`config.mk`:
```
export PLATFORM = sky130hd
export DESIGN_NAME = swd_top
export DESIGN_NICKNAME = d
export VERILOG_FILES = /design/src/logic/swd_ms_tick.v /design/src/logic/swd_top.v
export VERILOG_INCLUDE_DIRS = /design/src /design/src/logic
export SDC_FILE = /design/constraint.sdc
export NUM_CORES = 1
export LEC_CHECK = 0
export ABC_AREA = 0
export BUFFER_PORTS_ARGS = -buffer_cell sky130_fd_sc_hd__buf_4
export CAP_MARGIN = 20
export CORE_UTILIZATION = 40
export CTS_CLUSTER_DIAMETER = 60
export DETAILED_ROUTE_END_ITERATION = 7
export PLACE_DENSITY = 0.64
export SKIP_LAST_GASP = 1
export SYNTH_ARGS = -nofsm -noshare
export SYNTH_HDL_FRONTEND = slang
export SYNTH_SLANG_ARGS = --single-unit
```
`constraint.sdc`:
```
create_clock -name ref_clk_i -period 2.6 [get_ports ref_clk_i]
set_input_delay 0.26 -clock ref_clk_i [delete_from_list [all_inputs] [get_ports ref_clk_i]]
set_output_delay 0.26 -clock ref_clk_i [all_outputs]
set_load 0.1 [all_outputs]
```
`src/logic/swd_map.vh`:
```
// register map and timing constants of the supervisory watchdog
`ifndef SWD_MAP_VH
`define SWD_MAP_VH

// ----------------------------------------------------------------
// register offsets
// ----------------------------------------------------------------
`define SWD_ADDR_UNLOCK_KEY   8'h02
`define SWD_ADDR_WINDOW_SUP   8'h03
`define SWD_ADDR_TRIGGER      8'h04
`define SWD_ADDR_SETTINGS     8'h07
`define SWD_ADDR_STATUS       8'h08

// ----------------------------------------------------------------
// reset values and key
// ----------------------------------------------------------------
`define SWD_RST_UNLOCK_KEY    8'h00
`define SWD_RST_SETTINGS      8'h09
`define SWD_RST_WINDOW_SUP    3'h7
`define SWD_UNLOCK_VALUE      8'h5A

// ----------------------------------------------------------------
// field positions
// ----------------------------------------------------------------
`define SWD_DIS_HI            7
`define SWD_DIS_LO            6
`define SWD_DIS_OFF           2'h1
`define SWD_TOUT_HI           5
`define SWD_TOUT_LO           3
`define SWD_MODE_HI           2
`define SWD_MODE_LO           0
`define SWD_MODE_WINDOW       3'h1
`define SWD_TRIG_BIT          0
`define SWD_STAT_FAIL_BIT     0
`define SWD_STAT_RUN_BIT      1
`define SWD_STAT_START_BIT    2
`define SWD_STAT_RSTREQ_BIT   3

// ----------------------------------------------------------------
// timing
// ----------------------------------------------------------------
`define SWD_CLK_HZ            20000000
`define SWD_MS_PER_S          1000
`define SWD_CYC_PER_MS        (`SWD_CLK_HZ / `SWD_MS_PER_S)
`define SWD_INIT_MS           12'h12C
`define SWD_RSTREQ_MS         12'h002

`endif

```
`src/logic/swd_ms_tick.v`:
```
// millisecond time base of the supervisory watchdog
`timescale 1ns/10ps
`include "swd_map.vh"
module swd_ms_tick #(
    parameter CYC_PER_MS = `SWD_CYC_PER_MS
) (
    input  wire ref_clk_i,
    input  wire rst_n_i,
    input  wire restart_i,
    output reg  tick_o
);

// ----------------------------------------------------------------
// prescaler
// ----------------------------------------------------------------
reg [24:0] count;

// restart realigns the tick so a service starts a full millisecond
always @(posedge ref_clk_i or negedge rst_n_i)
begin
    if (!rst_n_i)
    begin
        count  <= 25'h000_0000;
        tick_o <= 1'b0;
    end
    else if (restart_i)
    begin
        count  <= 25'h000_0000;
        tick_o <= 1'b0;
    end
    else if (count == CYC_PER_MS[24:0] - 25'h000_0001)
    begin
        count  <= 25'h000_0000;
        tick_o <= 1'b1;
    end
    else
    begin
        count  <= count + 25'h000_0001;
        tick_o <= 1'b0;
    end
end

endmodule

```
`src/logic/swd_top.v`:
```
// supervisory watchdog: start-up, window and time-out supervision
// Functional notes
// - after start-up a 300 ms start-up watchdog waits for the first service.
// - in window mode a service counts only in the open half of the window period.
// - settings are writable only while the unlock key register holds the key.
// - disable field 01 stops the watchdog and a 3-bit field picks the time-out period.
// - periods are nominal and the checking side must allow plus or minus 25 percent.
// - all watchdog registers are reached through the host command port.
// - writing 1 to trigger bit 0 at offset 0x04 restarts the counter and self-clears.
// - a 3-bit field picks the window period from 10 ms to 400 ms.
`timescale 1ns/10ps
`include "swd_map.vh"
module swd_top #(
    parameter CYC_PER_MS = `SWD_CYC_PER_MS
) (
    input  wire       ref_clk_i,
    input  wire       reset_n_i,
    input  wire       cmd_wr_i,
    input  wire       cmd_rd_i,
    input  wire [7:0] cmd_addr_i,
    input  wire [7:0] cmd_wdata_i,
    output reg  [7:0] cmd_rdata_o,
    output reg        wd_fail_o,
    output reg        reset_req_o
);

// ----------------------------------------------------------------
// states
// ----------------------------------------------------------------
localparam ST_START = 3'b001;
localparam ST_RUN   = 3'b010;
localparam ST_FAIL  = 3'b100;

// ----------------------------------------------------------------
// period lookups in milliseconds
// ----------------------------------------------------------------
function [11:0] tout_ms;
    input [2:0] sel;
    begin
        case (sel)
            3'h0:    tout_ms = 12'h050;
            3'h1:    tout_ms = 12'h0A0;
            3'h2:    tout_ms = 12'h140;
            3'h3:    tout_ms = 12'h1E0;
            3'h4:    tout_ms = 12'h320;
            3'h5:    tout_ms = 12'h3E8;
            default: tout_ms = 12'h3E8; // undefined codes take the longest
        endcase
    end
endfunction

function [11:0] window_ms;
    input [2:0] sel;
    begin
        case (sel)
            3'h0:    window_ms = 12'h00A;
            3'h1:    window_ms = 12'h028;
            3'h2:    window_ms = 12'h050;
            3'h3:    window_ms = 12'h078;
            3'h4:    window_ms = 12'h0A0;
            3'h5:    window_ms = 12'h0F0;
            3'h6:    window_ms = 12'h140;
            default: window_ms = 12'h190;
        endcase
    end
endfunction

// ----------------------------------------------------------------
// reset synchroniser
// ----------------------------------------------------------------
reg rst_meta;
reg rst_n;

// release is synchronous; assertion stays asynchronous
always @(posedge ref_clk_i or negedge reset_n_i)
begin
    if (!reset_n_i)
    begin
        rst_meta <= 1'b0;
        rst_n    <= 1'b0;
    end
    else
    begin
        rst_meta <= 1'b1;
        rst_n    <= rst_meta;
    end
end

// ----------------------------------------------------------------
// register file
// ----------------------------------------------------------------
reg  [7:0]  unlock_key;
reg  [7:0]  watchdog_settings;
reg  [2:0]  window_supervisor_register;
wire        unlocked;
wire        hit_key;
wire        hit_settings;
wire        hit_window;
wire        hit_status;
wire        service;
wire        wd_enabled;
wire        window_mode;
reg  [2:0]  state;
reg  [2:0]  next_state;
reg  [11:0] ms_count;
reg  [11:0] next_ms_count;
reg         fail_event;
wire        ms_tick;
wire        fail_clear;

assign hit_key      = cmd_wr_i && (cmd_addr_i == `SWD_ADDR_UNLOCK_KEY);
assign hit_settings = cmd_wr_i && (cmd_addr_i == `SWD_ADDR_SETTINGS);
assign hit_window   = cmd_wr_i && (cmd_addr_i == `SWD_ADDR_WINDOW_SUP);
assign hit_status   = cmd_wr_i && (cmd_addr_i == `SWD_ADDR_STATUS);
assign unlocked     = (unlock_key == `SWD_UNLOCK_VALUE);
// trigger bit is never stored, so it reads back as zero
assign service      = cmd_wr_i && (cmd_addr_i == `SWD_ADDR_TRIGGER)
                      && cmd_wdata_i[`SWD_TRIG_BIT];
assign fail_clear   = hit_status && cmd_wdata_i[`SWD_STAT_FAIL_BIT];
assign wd_enabled   = (watchdog_settings[`SWD_DIS_HI:`SWD_DIS_LO]
                       != `SWD_DIS_OFF);
assign window_mode  = (watchdog_settings[`SWD_MODE_HI:`SWD_MODE_LO]
                       == `SWD_MODE_WINDOW);

// key is free to write; settings and window period need the key
always @(posedge ref_clk_i or negedge rst_n)
begin
    if (!rst_n)
    begin
        unlock_key                 <= `SWD_RST_UNLOCK_KEY;
        watchdog_settings          <= `SWD_RST_SETTINGS;
        window_supervisor_register <= `SWD_RST_WINDOW_SUP;
    end
    else
    begin
        if (hit_key)
            unlock_key <= cmd_wdata_i;
        if (hit_settings && unlocked)
            watchdog_settings <= cmd_wdata_i;
        if (hit_window && unlocked)
            window_supervisor_register <= cmd_wdata_i[2:0];
    end
end

// read data registered one cycle after the strobe; unmapped reads zero
always @(posedge ref_clk_i or negedge rst_n)
begin
    if (!rst_n)
        cmd_rdata_o <= 8'h00;
    else if (cmd_rd_i)
    begin
        case (cmd_addr_i)
            `SWD_ADDR_UNLOCK_KEY: cmd_rdata_o <= unlock_key;
            `SWD_ADDR_SETTINGS:   cmd_rdata_o <= watchdog_settings;
            `SWD_ADDR_WINDOW_SUP: cmd_rdata_o <= {5'h00, window_supervisor_register};
            `SWD_ADDR_STATUS:     cmd_rdata_o <= {4'h0, reset_req_o, state[0],
                                                  state[1], wd_fail_o};
            default:              cmd_rdata_o <= 8'h00;
        endcase
    end
end

// ----------------------------------------------------------------
// time base
// ----------------------------------------------------------------
swd_ms_tick #(
    .CYC_PER_MS (CYC_PER_MS)
) u_tick (
    .ref_clk_i (ref_clk_i),
    .rst_n_i   (rst_n),
    .restart_i (service || (state != next_state)),
    .tick_o    (ms_tick)
);

// ----------------------------------------------------------------
// supervision sequencer
// ----------------------------------------------------------------
// periods are nominal; real silicon drifts up to 25 percent
always @*
begin
    next_state    = state;
    next_ms_count = ms_count;
    fail_event    = 1'b0;
    case (state)
        ST_START:
        begin
            if (!wd_enabled)
                next_ms_count = 12'h000;
            else if (service)
            begin
                next_state    = ST_RUN;
                next_ms_count = 12'h000;
            end
            else if (ms_tick && (ms_count == `SWD_INIT_MS - 12'h001))
            begin
                next_state    = ST_FAIL;
                next_ms_count = 12'h000;
                fail_event    = 1'b1;
            end
            else if (ms_tick)
                next_ms_count = ms_count + 12'h001;
        end
        ST_RUN:
        begin
            if (!wd_enabled)
                next_ms_count = 12'h000;
            else if (service && window_mode &&
                     (ms_count < (window_ms(window_supervisor_register) >> 1)))
            begin
                next_state    = ST_FAIL;
                next_ms_count = 12'h000;
                fail_event    = 1'b1;
            end
            else if (service)
                next_ms_count = 12'h000;
            else if (ms_tick && (ms_count == (window_mode ?
                     window_ms(window_supervisor_register) :
                     tout_ms(watchdog_settings[`SWD_TOUT_HI:`SWD_TOUT_LO])) - 12'h001))
            begin
                next_state    = ST_FAIL;
                next_ms_count = 12'h000;
                fail_event    = 1'b1;
            end
            else if (ms_tick)
                next_ms_count = ms_count + 12'h001;
        end
        ST_FAIL:
        begin
            // hold the reset request, then re-arm the start-up watchdog
            if (ms_tick && (ms_count == `SWD_RSTREQ_MS - 12'h001))
            begin
                next_state    = ST_START;
                next_ms_count = 12'h000;
            end
            else if (ms_tick)
                next_ms_count = ms_count + 12'h001;
        end
        default:
        begin
            next_state    = ST_START;
            next_ms_count = 12'h000;
        end
    endcase
end

// state, counter and failure outputs
always @(posedge ref_clk_i or negedge rst_n)
begin
    if (!rst_n)
    begin
        state       <= ST_START;
        ms_count    <= 12'h000;
        wd_fail_o   <= 1'b0;
        reset_req_o <= 1'b0;
    end
    else
    begin
        state       <= next_state;
        ms_count    <= next_ms_count;
        reset_req_o <= (next_state == ST_FAIL);
        // a new failure wins over a clear in the same cycle
        if (fail_event)
            wd_fail_o <= 1'b1;
        else if (fail_clear)
            wd_fail_o <= 1'b0;
    end
end

endmodule

```
======== Yosys cells after proc, flatten, opt, wreduce, memory -nomap -nowiden ========
Index checks and enable logic that the tools add are counted.
storage, ports and cells
  bits in registers ....................... 72
  logic and storage cells ................. 108
operators by class
  add/sub/neg operators ................... 3
  $lt $le $gt $ge ......................... 1
  equal/unequal tests ..................... 27
  muxes and demuxes ....................... 47
  reduce and logical (&&, ||, !) cells .... 18
operators by type and width
  operator                                               number
  two-way mux 12 bit                                     20
  case mux 9 bit (7 select lines)                        1
  two-way mux 25 bit                                     2
  case mux 10 bit (5 select lines)                       1
  case mux 12 bit (3 select lines)                       1
  case mux 8 bit (4 select lines)                        1
  adder 25 x 1 -> 25 bit, second input constant          1
  equality test 25 x 15 -> 1 bit, second input constant  1
  two-way mux 3 bit                                      8
  equality test 3 bit, second input constant             6
  equality test 8 x 2 -> 1 bit, second input constant    2
  equality test 8 x 3 -> 1 bit, second input constant    2
  equality test 3 x 2 -> 1 bit, second input constant    5
  logical AND 1 bit                                      14
  adder 12 x 1 -> 12 bit, second input constant          1
  equality test 12 x 1 -> 1 bit, second input constant   1
  equality test 12 bit                                   1
  equality test 12 x 9 -> 1 bit, second input constant   1
  equality test 3 x 1 -> 1 bit, second input constant    4
  less-than comparator 12 x 11 -> 1 bit                  1
  subtractor 12 x 1 -> 12 bit, second input constant     1
  two-way mux 1 bit                                      11
  case mux 3 bit (3 select lines)                        1
  equality test 8 x 4 -> 1 bit, second input constant    1
  7 further kinds                                        8

======== Depth between registers and ports, before layout ========
Gate-level depths: netlist of run 1.
  word-level depth ........................ 21
  depth in mapped cells ................... 12
  depth with buffers taken out ............ 10

======== Cells and area by module ========
Synthesis of run 1 repeated with hierarchy kept, for this count alone.
second synthesis, totals
  cells, all modules ...................... 429
  area total of the unflattened synthesis .. 4127.7 um^2
modules (own cells, without submodules)
  module       instances  cells each  area each (um^2)  seq. area each (um^2)
  swd_top      1          290         2788.9            1158.6
  swd_ms_tick  1          139         1338.8            650.6

======== Worst setup path before layout of run 1 ========
Ideal clock, no wire load.
  path kind ............................... reg-to-reg
  start ................................... register watchdog_settings[0]
  end ..................................... register u_tick.count[14]
  setup time .............................. 0.153 ns
  arrival ................................. 2.913 ns
  path slack .............................. -0.466 ns
  stages on the path, launching flop included .. 13
  buffers on the path ..................... 2
  period minus slack after synthesis ...... 3.066 ns
  cells stage by stage .................... dfstp_2 -> nor3b_1 -> clkbuf_1 -> nor2_1 -> a31oi_1 -> ha_1 -> xor2_1 -> nand4_1 -> nor4_2 -> nand4_2 -> a221oi_4 -> buf_6 -> nor4_1
on the way
  cells in the longest elaborated chain, start to end .. 13
  elaborated cells between the ends (all ways) .. 15
  those cells by class .................... 1 x add/sub; 3 x eq/ne; 7 x mux; 4 x reduce/logical
RTL lines
  element                                            RTL line          source
  from (decl)                                        swd_top.v:93      reg [7:0] watchdog_settings;
  from (signal assigned)                             swd_top.v:131     watchdog_settings <= `SWD_RST_SETTINGS;
  from (signal assigned)                             swd_top.v:139     watchdog_settings <= cmd_wdata_i;
  equality test 3 x 1 -> 1 bit (no source line) (*)  --
  two-way mux 12 bit                                 swd_top.v:216     else if (ms_tick && (ms_count == (window_mode ?
  subtractor 12 x 1 -> 12 bit                        swd_top.v:216
  equality test 12 bit                               swd_top.v:216
  logical AND 1 bit                                  swd_top.v:216
  two-way mux 3 bit                                  swd_top.v:216
  two-way mux 3 bit                                  swd_top.v:214     else if (service)
  two-way mux 3 bit (*)                              swd_top.v:207     else if (service && window_mode &&
  two-way mux 3 bit (*)                              swd_top.v:205     if (!wd_enabled)
  case mux 3 bit (3 select lines) (*)                swd_top.v:184     case (state)
  inequality test 3 bit (*)                          swd_top.v:171     .restart_i (service || (state != next_state)),
  logical OR 1 bit (*)                               swd_top.v:171
  two-way mux 25 bit (*)                             swd_ms_tick.v:26  else if (restart_i)
  to (signal assigned)                               swd_ms_tick.v:38  count <= count + 25'h000_0001;
  to (decl)                                          swd_ms_tick.v:16  reg [24:0] count;
Mark *: on every way between the ends. The rest lies on a longest branch, timed or not.
A chain may end at the register's enable or synchronous reset.

======== Final worst setup path of run 1 ========
  start ................................... register watchdog_settings[0]
  end ..................................... register u_tick.count[23]
The elaborated chain is that of the path after synthesis.

==> results.ini, run 1 <==
[floorplanning]
core_area_sq_um=9950
die_y_um=104
io_pins=30
rows=36
dieArea_sq_um=10900
die_x_um=104
initial_core_util_pct=42.1

[clock_tree]
cts_num_sinks=72
cts_tree=yes
htreeDepth=3
numCtsBuffers=9
clockRootBuffer=clkbuf_8
cts_buffer_depth=2
clkSlewWorstSetupHoldPaths_ns=0.09
clkLatencyLatePin_ns=0.35

[routing]
vias=3404
ant_nets=0
post_drt_wl_per_cell_um=15.2
routed_wl_um=9690
first_pass_iters=6
avgViaCountPerCell=5.35
drc=0
first_iter_violations=174

[final_layout]
area_delta_synth_final_pct=23.5
fin_util_pct=51.9
drive_gt1_share_pct=29.8
layout.nets=528
final_cell_count_no_fill=636
antennaDiodeCount=0

[timing]
hold_violations=0
finalMaxSlewViolations=0
setup_violations=42
clock_skew_ns=0.0177
hold_slack_ns=0.151
fmax_ghz=0.343
slew_headroom_pct=40.8
worst_pin_slew_ns=0.888
fin_crit_sh_pct=112
layout_min_cycle_time_ns=2.91
setup_ws_ns=-0.313
rsz0062_at_grt=yes

[min_path]
min_path_type=input pin to flop

[synthesis]
syn-num-nets=458
synth_edf_count=0
syn_area_sq_um=4190
yosysSeqAreaShare_pct=43.2
yosysWarnings=0
synthCells=428
ys_async_sr_fraction_pct=100
ys_ff_latch=72
avgSynthCellArea_sq_um=9.78
yosys_most_used_dff=dfrtp_1
synth.distinct_cells=57

[power_and_ir_drop]
power_density_nw_per_um2=470
p_leak_nw=2.33
irDropWorstVdd_v=0.000366

[setup_path]
cp_slowest_cell=dfstp_2
startpoint_type=flop
critical_path.cell_chain=nor3b_4 > nor2_1 > a31oi_1 > ha_2 > xor2_1 > nand4_1 > nor4_4 > nand4_2 > a221oi_4 > buf_12 > nor3_1
critPathKind=flop to flop
r2r_slack_ns=-0.31
required_ns=2.82
crit_fanout=26
cp.arrival_ns=3.13
crit_buf_inv=1
end_kind=flop
cpPeakStageDelay_ns=0.54
path_delay_family=simple AND/OR/NAND/NOR gates

[job]
cap_violations=0

[grt]
track_usage_pct=18.3
grt_max_degree=71
first_global_vias=3433
grt_pass1_wl_um=16300
antenna_found_initial=0
overflow=0

[place]
dp.cells=613
place_congestion=0.831
place_hpwl_um=6870
io_buffers=29

[run_status]
status=finished with violations
failed_checks=negative setup slack

final timing paths:
check	startpoint	to	cells after the start
min	cmd_wdata_i[7]	unlock_key[7]$_DFFE_PN0P_	2
max	watchdog_settings[0]$_DFFE_PN1P_	u_tick.count[23]$_DFF_PN0_	11
min reg2reg	rst_meta$_DFF_PN0_	rst_n$_DFF_PN0_	0
max reg2reg	watchdog_settings[0]$_DFFE_PN1P_	u_tick.count[23]$_DFF_PN0_	11
max in group asynchronous	rst_n$_DFF_PN0_	unlock_key[4]$_DFFE_PN0P_	1
min in group asynchronous	reset_n_i	rst_n$_DFF_PN0_	2
Yosys cell counts, drive strengths merged (5+ instances only):
library cell | number | area [sq um]
nor2 | 37 | 141
nand4 | 13 | 87.6
dfrtp | 66 | 1650
mux2 | 18 | 203
nand2b | 5 | 31.3
o21ai | 9 | 45.0
nand3 | 17 | 85.1
nor3 | 27 | 175
nor4 | 15 | 106
ha | 10 | 125
xnor2 | 17 | 149
inv | 15 | 56.3
xor2 | 26 | 228
nand2 | 35 | 131
o22ai | 8 | 50.1
nor3b | 6 | 45.0
a21oi | 12 | 60.1
dfstp | 6 | 158
and3 | 11 | 68.8
clkbuf | 12 | 45.0
buf | 11 | 80.1
cells by family (layout without fill, tap and decap cells):
group / Yosys count / in the layout / share of synthesized area [%]
flip-flops: 72 / 72 / 43.2
other: 1 / 1 / 0.0896
XOR/XNOR: 43 / 43 / 9.00
multiplexers: 21 / 21 / 5.56
adder cells (fa/ha/maj): 10 / 10 / 2.99
buffers and inverters: 38 / 113 / 4.33
AO/OA/AOI/OAI: 59 / 59 / 10.6
AND/OR/NAND/NOR: 184 / 184 / 24.2
state kept, by name (all words and copies together) (netlist names):
| signal | cells |
|---|---|
| cmd_rdata_o | 8 |
| ms_count | 12 |
| reset_req_o | 1 |
| rst_meta | 1 |
| rst_n | 1 |
| state | 3 |
| u_tick.count | 25 |
| u_tick.tick_o | 1 |
| unlock_key | 8 |
| watchdog_settings | 8 |
| wd_fail_o | 1 |
| window_supervisor_register | 3 |
report_power, final:
part / internal [W] / switching (W) / total, W
clock network: 0.000546 / 0.000430 / 0.000976
logic: 0.000102 / 0.000110 / 0.000211
registers: 0.00118 / 0.0000616 / 0.00124
what timing repair did:
| item | in CTS | in global routing |
|---|---|---|
| hold buffers | 1 | 0 |
| buffers inserted | 4 | 2 |
| hold endpoints to repair | 2 | 0 |
| pin swaps | 1 | 3 |
| setup endpoints to repair | 42 | 42 |
| gates cloned | 1 | 0 |
| gates resized for setup | 3 | 12 |
cell usage in the layout, fill, tap and decap left out, drive strengths merged, types with 10 or more instances in the layout:
master / count
xnor2: 17
inv: 15
nor4: 15
xor2: 26
nand3: 17
clkbuf: 10
nand4: 13
nor3: 27
nand2: 35
ha: 10
and3: 11
dfrtp: 66
a21oi: 12
mux2: 18
buf: 81
nor2: 37
final cells by class:
type,count,area (sq um)
sequential,72,1810
timing repair buffer,82,651
fill,903,4780
clock buffer,10,128
inverter,15,56.3
multi-input combinational,318,2270
tap,133,166
clock inverter,6,93.8
per-stage QoR:
step | TNS [ns] | total power [W] | cell area (sq um) | worst slack [ns]
6_report | -11.49 | 0.00243 | 5170 | -0.313
5_1_grt | -18.43 | 0.00253 | 5170 | -0.495
4_1_cts | -8.39 | 0.00246 | 5110 | -0.236
3_5_place_dp | -11.25 | 0.00147 | 4850 | -0.324
3_3_place_gp | -8.25 | 0.00146 | 4850 | -0.248
2_1_floorplan | -6.11 | 0.00139 | 4230 | -0.232
routing by layer:
layer | track usage [%] | routed length, um | vias to the layer above
met1 | 24.1 | 4560 | 1646
met2 | 30.6 | 4670 | 75
met5 | 0 | 0 | -
li1 | - | - | 1673
met4 | 5.00 | 84 | 0
met3 | 3.70 | 371 | 10
No activity file was read; power rests on OpenSTA's default activity.
==> inputs of run 2 (changes only) <==
PLACE_DENSITY = 0.65   (was 0.64)
==> results.ini, run 2 (synthesized netlist as in run 1, its figures left out) <==
[clock_tree]
cts_buffer_depth=2  ; unchanged
htreeDepth=3  ; unchanged
clkLatencyLatePin_ns=0.34  ; about the same
cts_tree=yes
clkSlewWorstSetupHoldPaths_ns=0.08  ; about the same
clockRootBuffer=clkbuf_8
numCtsBuffers=9  ; unchanged
cts_num_sinks=72  ; unchanged

[grt]
grt-busiest-layer=met2
track_usage_pct=18.3  ; -0.064 points
antenna_found_initial=0  ; unchanged
overflow=0  ; unchanged
use_met3_pct=3.51  ; -0.19 points
use_met2_pct=30.7  ; +0.19 points
grt_pass1_wl_um=16100  ; -0.85%
met1_usage_pct=23.6  ; -0.52 points
grt_max_degree=30  ; -58%
first_global_vias=3459  ; +0.76%

[setup_path]
required_ns=2.82  ; about the same
path_delay_family=simple AND/OR/NAND/NOR gates
cpPeakStageDelay_ns=0.54  ; about the same
crit_buf_inv=2  ; +1
end_kind=flop
cp.arrival_ns=3.16  ; +0.03 ns
crit_fanout=6  ; -77%
critical_path.cell_chain=nor3b_4 > nor2_1 > a31oi_1 > ha_2 > xor2_1 > nand4_1 > nor4_4 > nand4_2 > a221oi_4 > buf_6 > clkbuf_16 > nor3_1
startpoint_type=flop
cp_slowest_cell=dfstp_2
critPathKind=flop to flop

[final_layout]
drive_gt1_share_pct=29.4  ; -0.40 points
seq_area_sq_um=1810  ; unchanged
top_regs=u_tick.count x25, ms_count x12
final_cell_mix=75 x buf_4, 65 x dfrtp_1, 36 x nor2_1, 35 x nand2_1, 26 x xor2_1
layout_commonest_cell=buf_4
largest-register=u_tick.count
fin_area_sq_um=5150  ; -0.46%
antennaDiodeCount=0  ; unchanged
largest_register_ffs=25  ; unchanged
layout.nets=528  ; unchanged
multi_input_area_sq_um=2260  ; -0.22%
fillCellCount=909  ; +0.66%
area_delta_synth_final_pct=23.0

[floorplanning]
die_x_um=104  ; unchanged
io_pins=30  ; unchanged
initial_core_util_pct=42.1  ; unchanged
dieArea_sq_um=10900  ; unchanged
rows=36  ; unchanged
core_area_sq_um=9950  ; unchanged
die_y_um=104  ; unchanged

[timing]
setup_violations=42  ; unchanged
fin_crit_sh_pct=113  ; +0.97 points
slew_headroom_pct=47.8  ; +7.0 points
hold_violations=0  ; unchanged
setup_ws_ns=-0.338  ; -0.0253 ns
fmax_ghz=0.340  ; -0.86%
worst_pin_slew_ns=0.772  ; -0.116 ns
rsz0062_at_grt=yes
layout_min_cycle_time_ns=2.94  ; +0.0253 ns
finalMaxSlewViolations=0  ; unchanged
clock_skew_ns=0.0131  ; -0.00463 ns

[min_path]
min_path_type=input pin to flop

[power_and_ir_drop]
p_leak_nw=2.32  ; -0.50%
power_density_nw_per_um2=437  ; -7.1%
irDropWorstVdd_v=0.000579  ; +58%

[place]
placed_area_sq_um=4830  ; -0.31%
place_congestion=0.867  ; +4.4%
pre_cts_slack_ns=-0.385  ; -0.0610 ns
place_hpwl_um=6810  ; -0.87%
io_buffers=29  ; unchanged

[routing]
first_pass_iters=6  ; unchanged
vias=3430  ; +0.76%
avgViaCountPerCell=5.39  ; +0.76%
first_iter_violations=159  ; -8.6%
routed_wl_um=9570  ; -1.2%
drc=0  ; unchanged
post_drt_wl_per_cell_um=15.0  ; -1.2%
ant_nets=0  ; unchanged

[run_status]
status=finished with violations
failed_checks=negative setup slack

[job]
cap_violations=0  ; unchanged

run 2: cell count changes in the layout (fill, tap and decap cells not counted), moves of 2 or more:
cell	before	now
bufinv_16	2	0
nor2_1	29	36
clkinvlp_4	1	4
buf_4	77	75
nor2_2	8	1
clkinv_4	3	0
run 2: what timing repair did:
| item | in CTS | in global routing |
|---|---|---|
| hold buffers | 1 | 0 |
| buffers inserted | 5 | 2 |
| cloned | 1 | 1 |
| setup endpoints to repair | 42 | 42 |
| hold endpoints to repair | 2 | 0 |
| pin swaps | 1 | 5 |
| resized for setup | 8 | 5 |
run 2: path summary, 6_finish.rpt:
check | start | endpoint | slack, ns | cells past startpoint
worst min register to register | rst_n$_DFF_PN0_ | ms_count[0]$_DFF_PN0_ | 0.26 | 0
min in group asynchronous | reset_n_i | rst_n$_DFF_PN0_ | 0.22 | 2
max in group asynchronous | rst_n$_DFF_PN0_ | state[0]$_DFF_PN1_ | 1.50 | 1
worst max-delay path | watchdog_settings[0]$_DFFE_PN1P_ | u_tick.count[4]$_DFF_PN0_ | -0.34 | 12
worst min-delay path | cmd_wdata_i[7] | unlock_key[7]$_DFFE_PN0P_ | 0.16 | 2
worst max register to register | watchdog_settings[0]$_DFFE_PN1P_ | u_tick.count[4]$_DFF_PN0_ | -0.34 | 12
run 2: routing by layer:
metal / share of wire (%) / up-vias
li1: - / 1678
met1: 46 / 1663
met2: 49 / 74
met3: 4.0 / 15
met4: 1.4 / 0
met5: 0 / -
run 2: metrics by stage:
step | hold WS, ns | std cells | utilization (%) | power (W) | TNS (ns)
after floorplan | -0.0356 | 428 | - | 0.00139 | -6.11
after global placement | 0.0430 | 611 | 48.5 | 0.00146 | -7.46
after detailed placement | 0.0438 | 611 | 48.5 | 0.00147 | -13.82
after CTS | 0.148 | 634 | 51.3 | 0.00228 | -9.67
after global routing | 0.141 | 636 | 51.7 | 0.00235 | -17.78
final | 0.162 | 636 | 51.7 | 0.00225 | -11.00
run 2: layout make-up:
cell class / count / share of cell area, %
clock inverter: 6 / 0.851
tap: 133 / 3.23
timing repair buffer: 82 / 13.1
inverter: 15 / 1.09
sequential: 72 / 35.2
clock buffer: 10 / 2.67
multi-input combinational: 318 / 43.9
run 2: power by group:
group / leakage (nW) / switching (W) / internal (W)
registers: 0.962 / 0.0000672 / 0.00118
clock network: 0.0809 / 0.000423 / 0.000373
logic: 1.27 / 0.000102 / 0.0000996
